$ cat config.mk
export PLATFORM = sky130hd
export DESIGN_NAME = aodr_record
export DESIGN_NICKNAME = d
export VERILOG_FILES = /design/src/rtl/aodr_pkg.sv /design/src/rtl/aodr_record.sv /design/src/rtl/aodr_ticker.sv
export SDC_FILE = /design/constraint.sdc
export NUM_CORES = 1
export LEC_CHECK = 0
export BUFFER_PORTS_ARGS = -buffer_cell sky130_fd_sc_hd__buf_2
export CAP_MARGIN = 20
export CORE_MARGIN = 5
export CORE_UTILIZATION = 56
export DETAILED_ROUTE_END_ITERATION = 8
export HOLD_SLACK_MARGIN = 0.06
export PLACE_DENSITY = 0.79
export SYNTH_ARGS = -nofsm -noshare
export SYNTH_HDL_FRONTEND = slang
export SYNTH_SLANG_ARGS = --single-unit
$ cat constraint.sdc
create_clock -name sys_clk -period 2.4 [get_ports sys_clk]
set_input_delay 0.12 -clock sys_clk [delete_from_list [all_inputs] [get_ports sys_clk]]
set_output_delay 0.12 -clock sys_clk [all_outputs]
set_load 0.1 [all_outputs]
$ cat src/rtl/aodr_pkg.sv
/*
 Constants, field layout and helpers of the diagnostic record of a
 four-channel analog output module.
 Assumes one 100 MHz system clock and fault sources on that same clock.
// What this block does
// - Extended error byte: overflow bit 3, comm bit 4
// - Channel type byte reads analog output 73h
// - Diagnostic bits per channel reads eight
// - Channel count byte reads four
// - Group error bit n for channel group n
// - Fault byte bit 0: parameter error
// - Fault byte bit 3: short to ground
// - Timestamp holds ticker value at diagnostic event
// - Microsecond ticker starts at zero, counts microseconds
// - Ticker wraps to zero after 32-bit maximum
// - Primary diagnostic bit 3 on any channel error
*/
`default_nettype none

package aodr_pkg;

   // ===========================================================
   // Timing
   localparam int CLK_PERIOD_NS = 10;
   localparam int TICK_PERIOD_NS = 1000;
   localparam int CYCLES_PER_US = (TICK_PERIOD_NS + CLK_PERIOD_NS - 1) / CLK_PERIOD_NS;
   localparam logic [6:0] PRESCALE_MAX = 7'(CYCLES_PER_US - 1);
   localparam logic [31:0] TICKER_MAX = 32'hFFFFFFFF;
   localparam logic [31:0] TICKER_RESET = 32'h00000000;

   // ===========================================================
   // Record byte indexes
   localparam int NUM_CHANNELS = 4;
   localparam logic [4:0] RECORD_LEN = 5'h14;
   localparam logic [4:0] IDX_PRIMARY = 5'h00;
   localparam logic [4:0] IDX_MODULE_INFO = 5'h01;
   localparam logic [4:0] IDX_RESERVED_C = 5'h02;
   localparam logic [4:0] IDX_EXT_ERR = 5'h03;
   localparam logic [4:0] IDX_CHTYPE = 5'h04;
   localparam logic [4:0] IDX_DIAG_BITS = 5'h05;
   localparam logic [4:0] IDX_CHAN_COUNT = 5'h06;
   localparam logic [4:0] IDX_GROUP_ERR = 5'h07;
   localparam logic [4:0] IDX_CHAN0_FAULT = 5'h08;
   localparam logic [4:0] IDX_UNUSED_FIRST = 5'h0C;
   localparam logic [4:0] IDX_UNUSED_LAST = 5'h0F;
   localparam logic [4:0] IDX_STAMP0 = 5'h10;

   // ===========================================================
   // Fixed values and reset values
   localparam logic [7:0] BYTE_ZERO = 8'h00;
   localparam logic [7:0] MODULE_INFO_VAL = 8'h15;
   localparam logic [7:0] CHTYPE_ANALOG_OUT = 8'h73;
   localparam logic [7:0] DIAG_BITS_VAL = 8'h08;
   localparam logic [7:0] CHAN_COUNT_VAL = 8'h04;

   // ===========================================================
   // Bit positions
   localparam int PRIM_CHAN_ERR_BIT = 3;
   localparam int PRIM_PARAM_ERR_BIT = 7;
   localparam int EXT_OVF_BIT = 3;
   localparam int EXT_COMM_BIT = 4;
   localparam int CHF_PARAM_BIT = 0;
   localparam int CHF_SHORT_BIT = 3;

   // ===========================================================
   // Helpers
   function automatic logic [7:0] aodr_chan_fault(input logic param, input logic short_gnd);
      logic [7:0] b;
      b = BYTE_ZERO;
      b[CHF_PARAM_BIT] = param;
      b[CHF_SHORT_BIT] = short_gnd;
      return b;
   endfunction : aodr_chan_fault

endpackage : aodr_pkg

`default_nettype wire

$ cat src/rtl/aodr_record.sv
/*
 Diagnostic record of a four-channel analog output module, read byte by
 byte through a record read port.
 Assumes fault inputs come from logic on sys_clk, so they are not
 synchronised, and that the reader samples rd_data on rd_valid.
*/
`timescale 1ns/1ps
`default_nettype none

module aodr_record
   import aodr_pkg::*;
(
   // Clock and reset
   input wire logic sys_clk,
   input wire logic sys_rst,
   input wire logic clk_en,
   // Fault sources, levels
   input wire logic [3:0] param_err_in,
   input wire logic [3:0] short_gnd_in,
   input wire logic diag_ovf_in,
   input wire logic comm_err_in,
   // Record read port
   input wire logic rd_en,
   input wire logic [4:0] rd_index,
   output logic [7:0] rd_data,
   output logic rd_valid,
   // Status
   output logic chan_err_any,
   output logic [31:0] ticker_us
);

   typedef struct packed {
      logic [3:0] param;
      logic [3:0] short_gnd;
      logic ovf;
      logic comm;
      logic [31:0] stamp;
      logic [7:0] rd_data;
      logic rd_valid;
   } aodr_state_t;

   aodr_state_t state_reg;
   aodr_state_t state_next;
   logic [31:0] us_count;
   logic [9:0] new_faults;
   logic [3:0] group_err;

   // ===========================================================
   // Ticker
   aodr_ticker u_ticker (
      .sys_clk(sys_clk),
      .sys_rst(sys_rst),
      .clk_en(clk_en),
      .us_count(us_count)
   );

   // ===========================================================
   // Record decode
   function automatic logic [3:0] group_flags(input aodr_state_t s);
      logic [3:0] g;
      g = s.param | s.short_gnd;
      return g;
   endfunction : group_flags

   function automatic logic [7:0] record_byte(input logic [4:0] idx, input aodr_state_t s);
      logic [7:0] b;
      logic [3:0] g;
      b = BYTE_ZERO;
      g = group_flags(s);
      if (idx == IDX_PRIMARY)
      begin
         b[PRIM_CHAN_ERR_BIT] = |g;
         b[PRIM_PARAM_ERR_BIT] = |s.param;
      end
      else if (idx == IDX_MODULE_INFO)
      begin
         b = MODULE_INFO_VAL;
      end
      else if (idx == IDX_EXT_ERR)
      begin
         b[EXT_OVF_BIT] = s.ovf;
         b[EXT_COMM_BIT] = s.comm;
      end
      else if (idx == IDX_CHTYPE)
      begin
         b = CHTYPE_ANALOG_OUT;
      end
      else if (idx == IDX_DIAG_BITS)
      begin
         b = DIAG_BITS_VAL;
      end
      else if (idx == IDX_CHAN_COUNT)
      begin
         b = CHAN_COUNT_VAL;
      end
      else if (idx == IDX_GROUP_ERR)
      begin
         b[3:0] = g;
      end
      else if (idx >= IDX_CHAN0_FAULT && idx < IDX_UNUSED_FIRST)
      begin
         b = aodr_chan_fault(s.param[idx[1:0]], s.short_gnd[idx[1:0]]);
      end
      else if (idx >= IDX_STAMP0 && idx < RECORD_LEN)
      begin
         // Least significant byte first
         b = s.stamp[8 * idx[1:0] +: 8];
      end
      return b;
   endfunction : record_byte

   // ===========================================================
   // Next state
   always_comb
   begin
      state_next = state_reg;
      new_faults = {param_err_in, short_gnd_in, diag_ovf_in, comm_err_in}
         & ~{state_reg.param, state_reg.short_gnd, state_reg.ovf, state_reg.comm};
      state_next.param = param_err_in;
      state_next.short_gnd = short_gnd_in;
      state_next.ovf = diag_ovf_in;
      state_next.comm = comm_err_in;
      // Only a newly raised fault is a diagnostic event; a standing one keeps the first stamp
      if (|new_faults)
      begin
         state_next.stamp = us_count;
      end
      state_next.rd_valid = rd_en;
      if (rd_en)
      begin
         state_next.rd_data = record_byte(rd_index, state_reg);
      end
   end

   always_ff @(posedge sys_clk)
   begin
      if (sys_rst)
      begin
         state_reg <= '0;
      end
      else if (clk_en)
      begin
         state_reg <= state_next;
      end
   end

   assign group_err = group_flags(state_reg);
   assign rd_data = state_reg.rd_data;
   assign rd_valid = state_reg.rd_valid;
   assign chan_err_any = |group_err;
   assign ticker_us = us_count;
endmodule : aodr_record

`default_nettype wire

$ cat src/rtl/aodr_ticker.sv
/*
 Free-running microsecond ticker for the diagnostic record.
 Assumes sys_rst is asserted at power-on; the count then starts at zero.
*/
`timescale 1ns/1ps
`default_nettype none

module aodr_ticker
   import aodr_pkg::*;
(
   // Clock and reset
   input wire logic sys_clk,
   input wire logic sys_rst,
   input wire logic clk_en,
   // Count
   output logic [31:0] us_count
);

   typedef struct packed {
      logic [6:0] prescale;
      logic [31:0] count;
   } aodr_tick_state_t;

   aodr_tick_state_t state_reg;
   aodr_tick_state_t state_next;

   // ===========================================================
   // Counting
   always_comb
   begin
      state_next = state_reg;
      if (state_reg.prescale == PRESCALE_MAX)
      begin
         state_next.prescale = 7'h00;
         // Natural 32-bit overflow gives the wrap to zero
         state_next.count = state_reg.count + 32'h00000001;
      end
      else
      begin
         state_next.prescale = state_reg.prescale + 7'h01;
      end
   end

   always_ff @(posedge sys_clk)
   begin
      if (sys_rst)
      begin
         state_reg <= '0;
      end
      else if (clk_en)
      begin
         state_reg <= state_next;
      end
   end

   assign us_count = state_reg.count;
endmodule : aodr_ticker

`default_nettype wire

# After elaboration in Yosys (flattened, before gate mapping)
# Index checks and enable logic that the tools add are counted.
[word_totals]
output_inout_bits = 42
ff_bits = 90
elab_cells = 56
in_bits = 19
[op_classes]
reduce_logical = 9
mux = 20
n_addsub = 2
eq_ne = 7
magnitude_cmp = 5
bitwise_logic = 3
shift = 1
[ops]
columns = ["cell", "n"]
rows = [
  ["$mux W8", 6],
  ["$add A32 B1 Y32 const B", 1],
  ["$shiftx A32 B6 Y8", 1],
  ["$eq A5 B3 Y1 const B", 4],
  ["$mux W3", 4],
  ["$and A10 B10 Y10", 1],
  ["$not A10 Y10", 1],
  ["$reduce_or A10 Y1", 1],
  ["$mux W4", 2],
  ["$reduce_or A4 Y1", 2],
  ["$add A7 B1 Y7 const B", 1],
  ["$eq A7 B7 Y1 const B", 1],
  ["$mux W7", 1],
  ["$reduce_and A2 Y1", 3],
  ["$eq A5 B1 Y1 const B", 1],
  ["$eq A5 B2 Y1 const B", 1],
  ["$ge A5 B4 Y1 const B", 1],
  ["$ge A5 B5 Y1 const B", 1],
  ["$logic_not A5 Y1", 1],
  ["$lt A5 B4 Y1 const B", 1],
  ["$lt A5 B5 Y1 const B", 1],
  ["$bmux W1 S2", 2],
  ["$mux W1", 4],
  ["$or A4 B4 Y4", 1],
  ["other kinds (3)", 4],
]

# Logic depth before layout (Yosys ltp)
# Gate-level depths: netlist of run 1.
[logic_depth]
depth_word = 11
depth_mapped = 7

# By module
# From an unflattened synthesis of run 1, not the netlist that was laid out.
[hier_totals]
hier_cells = 528
area_unflattened_um2 = 4872.2
[by_module_without_submodules]
columns = ["module", "n_inst", "seq_area_each_um2", "cells_per_inst", "area_each_um2"]
rows = [
  ["aodr_record", 1, 1021.0, 280, 2761.4],
  ["aodr_ticker", 1, 780.7, 248, 2110.8],
]

# Worst setup path before layout of run 1
# Ideal clock, no wire load.
[synth_path]
path_type = "reg-to-reg"
startpoint = "register u_ticker.state_reg[35] (netlist name)"
endpoint = "register u_ticker.state_reg (netlist bit u_ticker.us_count[30])"
setup_slack_ns = 0.299
path_buffers = 1
arrival_ns = 2.031
synth_period_minus_slack_ns = 2.101
required_ns = 2.329
setup_ns = 0.071
path_stages_with_launch = 6
cell_sequence = "dfxtp_1 > or3b_4 > or4_4 > buf_6 > or4_1 > a21oi_1"
[synth_between]
elab_chain_cells = 2
[synth_rtl]
columns = ["element", "line_no", "source"]
rows = [
  ["start: declaration", "aodr_ticker.sv:24", "aodr_tick_state_t state_reg;"],
  ["start signal: assignment", "aodr_ticker.sv:52", "state_reg <= state_next;"],
  ["$eq A7 B7 Y1", "aodr_ticker.sv:32", "if (state_reg.prescale == PRESCALE_MAX)"],
  ["$reduce_and A2 Y1 (no line)", "n/a", ""],
]
# No other way between the ends.
# A chain may end at the register's enable or synchronous reset.

# Worst setup path in the final report of run 1
[layout_path]
startpoint = "register u_ticker.state_reg[35] (netlist name)"
endpoint = "register u_ticker.state_reg (netlist bit u_ticker.us_count[24])"
# Same word-level chain as after synthesis.

==> results of run 1 <==
what timing repair did:
| action | in CTS | in global routing |
|---|---|---|
| setup endpoints to repair | 0 | 0 |
| hold endpoints to repair | 11 | 0 |
| hold buffers | 11 | 0 |
cell families after synthesis:
group                      Yosys count  share of synthesized area (%)
buffers and inverters               88                          10.36
DFF                                 90                          38.15
xor gates and xnor gates            13                          2.411
muxes                               68                          16.79
and+or+nand+nor                    220                          23.26
adders and majority gates            2                         0.5297
AOI/OAI and AO/OA                   60                          8.504
where the power goes:
group	switching, mW	internal [mW]	total, mW
logic	0.178	0.101	0.279
clock network	0.528	0.537	1.07
registers	0.0179	1.51	1.53
total	0.724	2.15	2.87
layer usage:
| layer | part of all wire [%] | vias to the layer above |
|---|---|---|
| met2 | 50 | 147 |
| met1 | 42 | 1836 |
| li1 | - | 1915 |
| met3 | 6.2 | 19 |
| met5 | 0 | - |
| met4 | 2.0 | 0 |
how the worst min path moves through the flow:
stage | startpoint | to | slack, ns | cells after the start
after floorplan | rd_index[4] | rd_data[0] | 0.22 | 1
after global placement | short_gnd_in[0] | state_reg[43] | 0.37 | 3
after detailed placement | short_gnd_in[2] | state_reg[45] | 0.38 | 3
after CTS | rd_en | rd_data[3] | 0.14 | 3
after global routing | rd_en | rd_data[7] | 0.15 | 3
final | rd_en | rd_data[7] | 0.14 | 3
final cells by class:
class	count	area (sq um)	area share, %
timing repair buffer	83	513.0	9.973
multi-input combinational	363	2440	47.43
tap	105	131.4	2.554
clock inverter	4	50.05	0.9730
inverter	14	52.55	1.022
sequential	90	1802	35.03
clock buffer	12	155.1	3.016
worst max-delay path: cells and delay by family (launching register included):
kind,cells,cell delay (ns)
AND/OR/NAND/NOR,3,1.64
flip-flops,1,0.37
AO/OA/AOI/OAI,1,0.15
metrics by stage:
step	std cells	hold WS (ns)	util (%)	power (mW)
CTS	671	0.1352	62.60	2.891
finish	671	0.1407	62.60	2.872
floorplan	541	0.2244	-	1.763
global route	671	0.1538	62.60	2.973
global placement	644	0.3749	58.76	1.820
detailed placement	644	0.3821	58.76	1.826
layout by cell type (no fill, tap or decap), types with 9 or more instances in the layout:
cell and instances:
o21ai_0 9, nand2_1 92, inv_1 12, nor4_1 15
a21oi_1 18, mux2i_1 59, nor3_1 10, dlygate4sd3_1 11
buf_2 60, clkbuf_8 11, nand3_1 11, nand4_1 11
or2_2 16, nor2_1 31, o31ai_1 9, dfxtp_1 90
buf_4 11, mux4_2 9
==> results.json, run 1 <==
{
  "status": "complete, no violations",
  "start_util_pct": 57.48,
  "largest_reg_flops": 42,
  "setup_viol": 0,
  "syn_to_final_growth_pct": 8.901,
  "finalSetupTns_ns": 0,
  "fin_area_sq_um": 5144,
  "placed_cell_area_sq_um": 4828,
  "p_per_area_nw_per_um2": 558.4,
  "core-area_sq_um": 8217,
  "grt_max_degree": 47,
  "cp.required_ns": 2.67,
  "report.final.slew_viol_count": 0,
  "cp.arrival_ns": 2.52,
  "drt_wl_total_um": 10960,
  "ys_ff_latch": 90,
  "cts_buffer_depth": 2,
  "use_met2_pct": 36.57,
  "grt_setup_unrepaired": "no",
  "cts_resized": 0,
  "dpl.hpwl_um": 7606,
  "antenna_found_initial": 0,
  "grt_use_met3_pct": 3.003,
  "ys_top_cells_by_count": "nand2_1, dfxtp_1, mux2i_1",
  "timing.final.ws_setup_ns": 0.1577,
  "drt_iter0_markers": 263,
  "cp_cell_sequence": "or3b_4 -> or4_4 -> or4_1 -> a21oi_1",
  "cts_tree": "done",
  "remaining_drc_errors": 0,
  "fin_nets": 582,
  "max_slew.worst_pin.slew_ns": 0.7918,
  "r2r_slack_ns": 0.16,
  "critPathLaunchType": "flip-flop",
  "path_max_fanout": 14,
  "grt_use_met1_pct": 26.80,
  "rows": 33,
  "slowest_delay_ns": 0.67,
  "vias": 3917,
  "netlist_instances": 541,
  "synthFlopType": "dfxtp_1",
  "hp-class": "primary input to flip-flop",
  "cts_buffers": 9,
  "die_area_sq_um": 10370,
  "syn_area_sq_um": 4723,
  "critPathLaunch": "u_ticker.state_reg[35]",
  "reg2reg_from": "u_ticker.state_reg[35]",
  "htree_levels": 3,
  "via_per_inst": 5.838,
  "wl_per_cell_um": 16.34,
  "p_leak_nw": 2.050,
  "maxCapViolCount": 0,
  "ios": 61,
  "cts.root.buffer_cell": "clkbuf_8",
  "dp_worst_setup_slack_ns": 0.2155,
  "synth_top_area_share_pct": 38.15,
  "gp_congestion": 0.8271,
  "crit_type": "flip-flop to flip-flop",
  "dieHeight_um": 101.8,
  "yosysSeqAreaShare_pct": 38.15,
  "grt_pass1_vias": 3636,
  "portBuffers": 60,
  "finalHoldViolations": 0,
  "synth_edf_count": 0,
  "reg2regPathDepth": 4,
  "ant_nets": 0,
  "antenna_cells": 0,
  "crit_slowest_cell": "or4_4",
  "endpoint_kind": "flip-flop",
  "fmax_mhz": 446.0,
  "die_w_um": 101.8,
  "yosysMostFrequentCell": "nand2_1",
  "path_clk_slew_ns": 0.09,
  "gr-total-overflow": 0,
  "fin_crit_ns": 2.242,
  "postSynth.asyncResetShare_pct": 0,
  "first_pass_iters": 7,
  "cts.sinks": 90,
  "crit_end": "u_ticker.us_count[24]",
  "clk_latency_ns": 0.35,
  "busiest_layer": "met2",
  "grt_pass1_wl_um": 17440,
  "layout-drive-gt1-share_pct": 20.67,
  "n_fill_cell": 669,
  "avgSynthCellArea_sq_um": 8.731,
  "track_usage_pct": 21.23,
  "yosys-top-cells-area": "dfxtp_1, mux2i_1, nand2_1, buf_4, mux4_2",
  "period_share_pct": 93.43,
  "synthesis.nets": 562,
  "max_slew_margin_pct": 47.10,
  "fin_skew_ns": 0.01173,
  "reg2reg_to": "u_ticker.us_count[24]",
  "yosysWarningCount": 0,
  "cts_setup_buffers": 0,
  "ir_drop_v": 0.0003086,
  "synth_cell_types": 53,
  "synth_top_area_cell": "dfxtp_1"
}
Note: power is estimated with default switching activity, not from simulation.
==> inputs of run 2 (changes only) <==
==> constraint.sdc (replaced) <==
create_clock -name sys_clk -period 2.4 [get_ports sys_clk]
set_input_delay 0.36 -clock sys_clk [delete_from_list [all_inputs] [get_ports sys_clk]]
set_output_delay 0.36 -clock sys_clk [all_outputs]
set_load 0.1 [all_outputs]
==> results.json, run 2 (synthesized netlist as in run 1, its figures left out) <==
{
  "status": "complete, no violations",
  "fin_crit_ns": 2.244,
  "cp.required_ns": 2.68,
  "track_usage_pct": 21.34,
  "cts_setup_buffers": 0,
  "r2r_slack_ns": 0.16,
  "rows": 33,
  "cts_tree": "done",
  "via_per_inst": 5.867,
  "crit_end": "u_ticker.us_count[24]",
  "dpl.hpwl_um": 7646,
  "multi_input_area_sq_um": 2440,
  "max_slew.worst_pin.slew_ns": 0.6039,
  "core-area_sq_um": 8217,
  "largest_reg_flops": 42,
  "first_pass_iters": 5,
  "die_w_um": 101.8,
  "htree_levels": 3,
  "p_leak_nw": 2.012,
  "finalHoldViolations": 0,
  "reg2regPathDepth": 4,
  "cts.root.buffer_cell": "clkbuf_8",
  "p_seq_share_pct": 54.8,
  "fin_nets": 574,
  "syn_to_final_growth_pct": 6.358,
  "cts_buffers": 9,
  "crit_type": "flip-flop to flip-flop",
  "layout_common_cells": "nand2_1, dfxtp_1, buf_2, mux2i_1, nor2_1",
  "ir_drop_v": 0.0002992,
  "finalSetupTns_ns": 0,
  "layout-drive-gt1-share_pct": 21.51,
  "grt_pass1_wl_um": 17580,
  "dr_wl_met2_um": 5211,
  "max_slew_margin_pct": 59.68,
  "comb_power_share_pct": 9.5,
  "p_per_area_nw_per_um2": 555.5,
  "drt_wl_total_um": 10820,
  "netSwitchingPower_mw": 0.7161,
  "highest_layer": "met4",
  "remaining_drc_errors": 0,
  "antenna_cells": 0,
  "portBuffers": 60,
  "wl_per_cell_um": 16.32,
  "final_common_cell": "nand2_1",
  "die_area_sq_um": 10370,
  "regArea_sq_um": 1802,
  "crit_slowest_cell": "or4_4",
  "reg2reg_to": "u_ticker.us_count[24]",
  "cp_cell_sequence": "or3b_4 -> or4_4 -> or4_1 -> a21oi_1",
  "ant_nets": 0,
  "critPathLaunch": "u_ticker.state_reg[35]",
  "slowest_delay_ns": 0.67,
  "gp_congestion": 0.8428,
  "drt_iter0_markers": 230,
  "cts_hold_buf": 0,
  "n_fill_cell": 706,
  "antenna_found_initial": 0,
  "setup_viol": 0,
  "report.final.slew_viol_count": 0,
  "clk_latency_ns": 0.35,
  "fin_skew_ns": 0.01002,
  "vias": 3890,
  "hp-class": "primary input to flip-flop",
  "path_max_fanout": 14,
  "wl_met1_um": 4688,
  "dr_wl_met3_um": 735,
  "cp.arrival_ns": 2.52,
  "endpoint_kind": "flip-flop",
  "clkPwrFrac_pct": 35.7,
  "grt_max_degree": 35,
  "whs_ns": 0.2574,
  "fmax_mhz": 445.6,
  "grt_pass1_vias": 3664,
  "cts_buffer_depth": 2,
  "cts.sinks": 90,
  "p_int_mw": 2.075,
  "reg2reg_from": "u_ticker.state_reg[35]",
  "cts_resized": 0,
  "dieHeight_um": 101.8,
  "gr-total-overflow": 0,
  "start_util_pct": 57.48,
  "grt_setup_unrepaired": "no",
  "netSwitchingFraction_pct": 25.66,
  "ios": 61,
  "path_clk_slew_ns": 0.09,
  "period_share_pct": 93.50,
  "critPathLaunchType": "flip-flop",
  "maxCapViolCount": 0
}
run 2: layout make-up:
type / instances / area share, %
clock buffers: 10 / 2.540
clock inverters: 6 / 1.146
inverters: 14 / 1.046
multi-input cells: 363 / 48.57
flip-flops and latches: 90 / 35.87
well taps: 105 / 2.615
repair buffers: 75 / 8.219
run 2: power groups by stage:
stage	logic [mW]	registers (mW)	clock network, mW
6_report	0.265	1.53	0.997
5_1_grt	0.289	1.53	1.08
4_1_cts	0.264	1.53	1.02
3_5_place_dp	0.264	1.56	0
3_3_place_gp	0.259	1.56	0
2_1_floorplan	0.200	1.56	0
run 2: per-layer routing:
metal	track usage, %	up-vias
li1	-	1891
met1	27.96	1832
met2	34.86	146
met3	4.369	21
met4	8.274	0
met5	0	-
run 2: how the worst min path moves through the flow:
stage | slack (ns) | cells past startpoint | start | to
floorplan | 0.43 | 2 | rd_data[2] | rd_data[2]
global placement | 0.44 | 2 | rd_data[2] | rd_data[2]
detailed placement | 0.45 | 2 | rd_data[2] | rd_data[2]
CTS | 0.25 | 3 | short_gnd_in[3] | state_reg[46]
global route | 0.26 | 3 | param_err_in[0] | state_reg[47]
finish | 0.26 | 3 | short_gnd_in[3] | state_reg[46]
run 2: metrics by stage:
step	area, sq um	std cells	worst slack, ns	utilization [%]	power [mW]
4_1_cts	5024	663	0.1891	61.14	2.808
6_report	5024	663	0.1560	61.14	2.791
3_3_place_gp	4838	647	0.2422	58.89	1.819
3_5_place_dp	4838	647	0.2146	58.89	1.826
5_1_grt	5024	663	0.05592	61.14	2.899
2_1_floorplan	4723	541	0.2986	-	1.763
run 2: critical path, delay by kind of cell (launching register included):
| family | cells | cell delay [ns] |
|---|---|---|
| DFF | 1 | 0.37 |
| and+or+nand+nor | 3 | 1.66 |
| AOI/OAI and AO/OA | 1 | 0.15 |
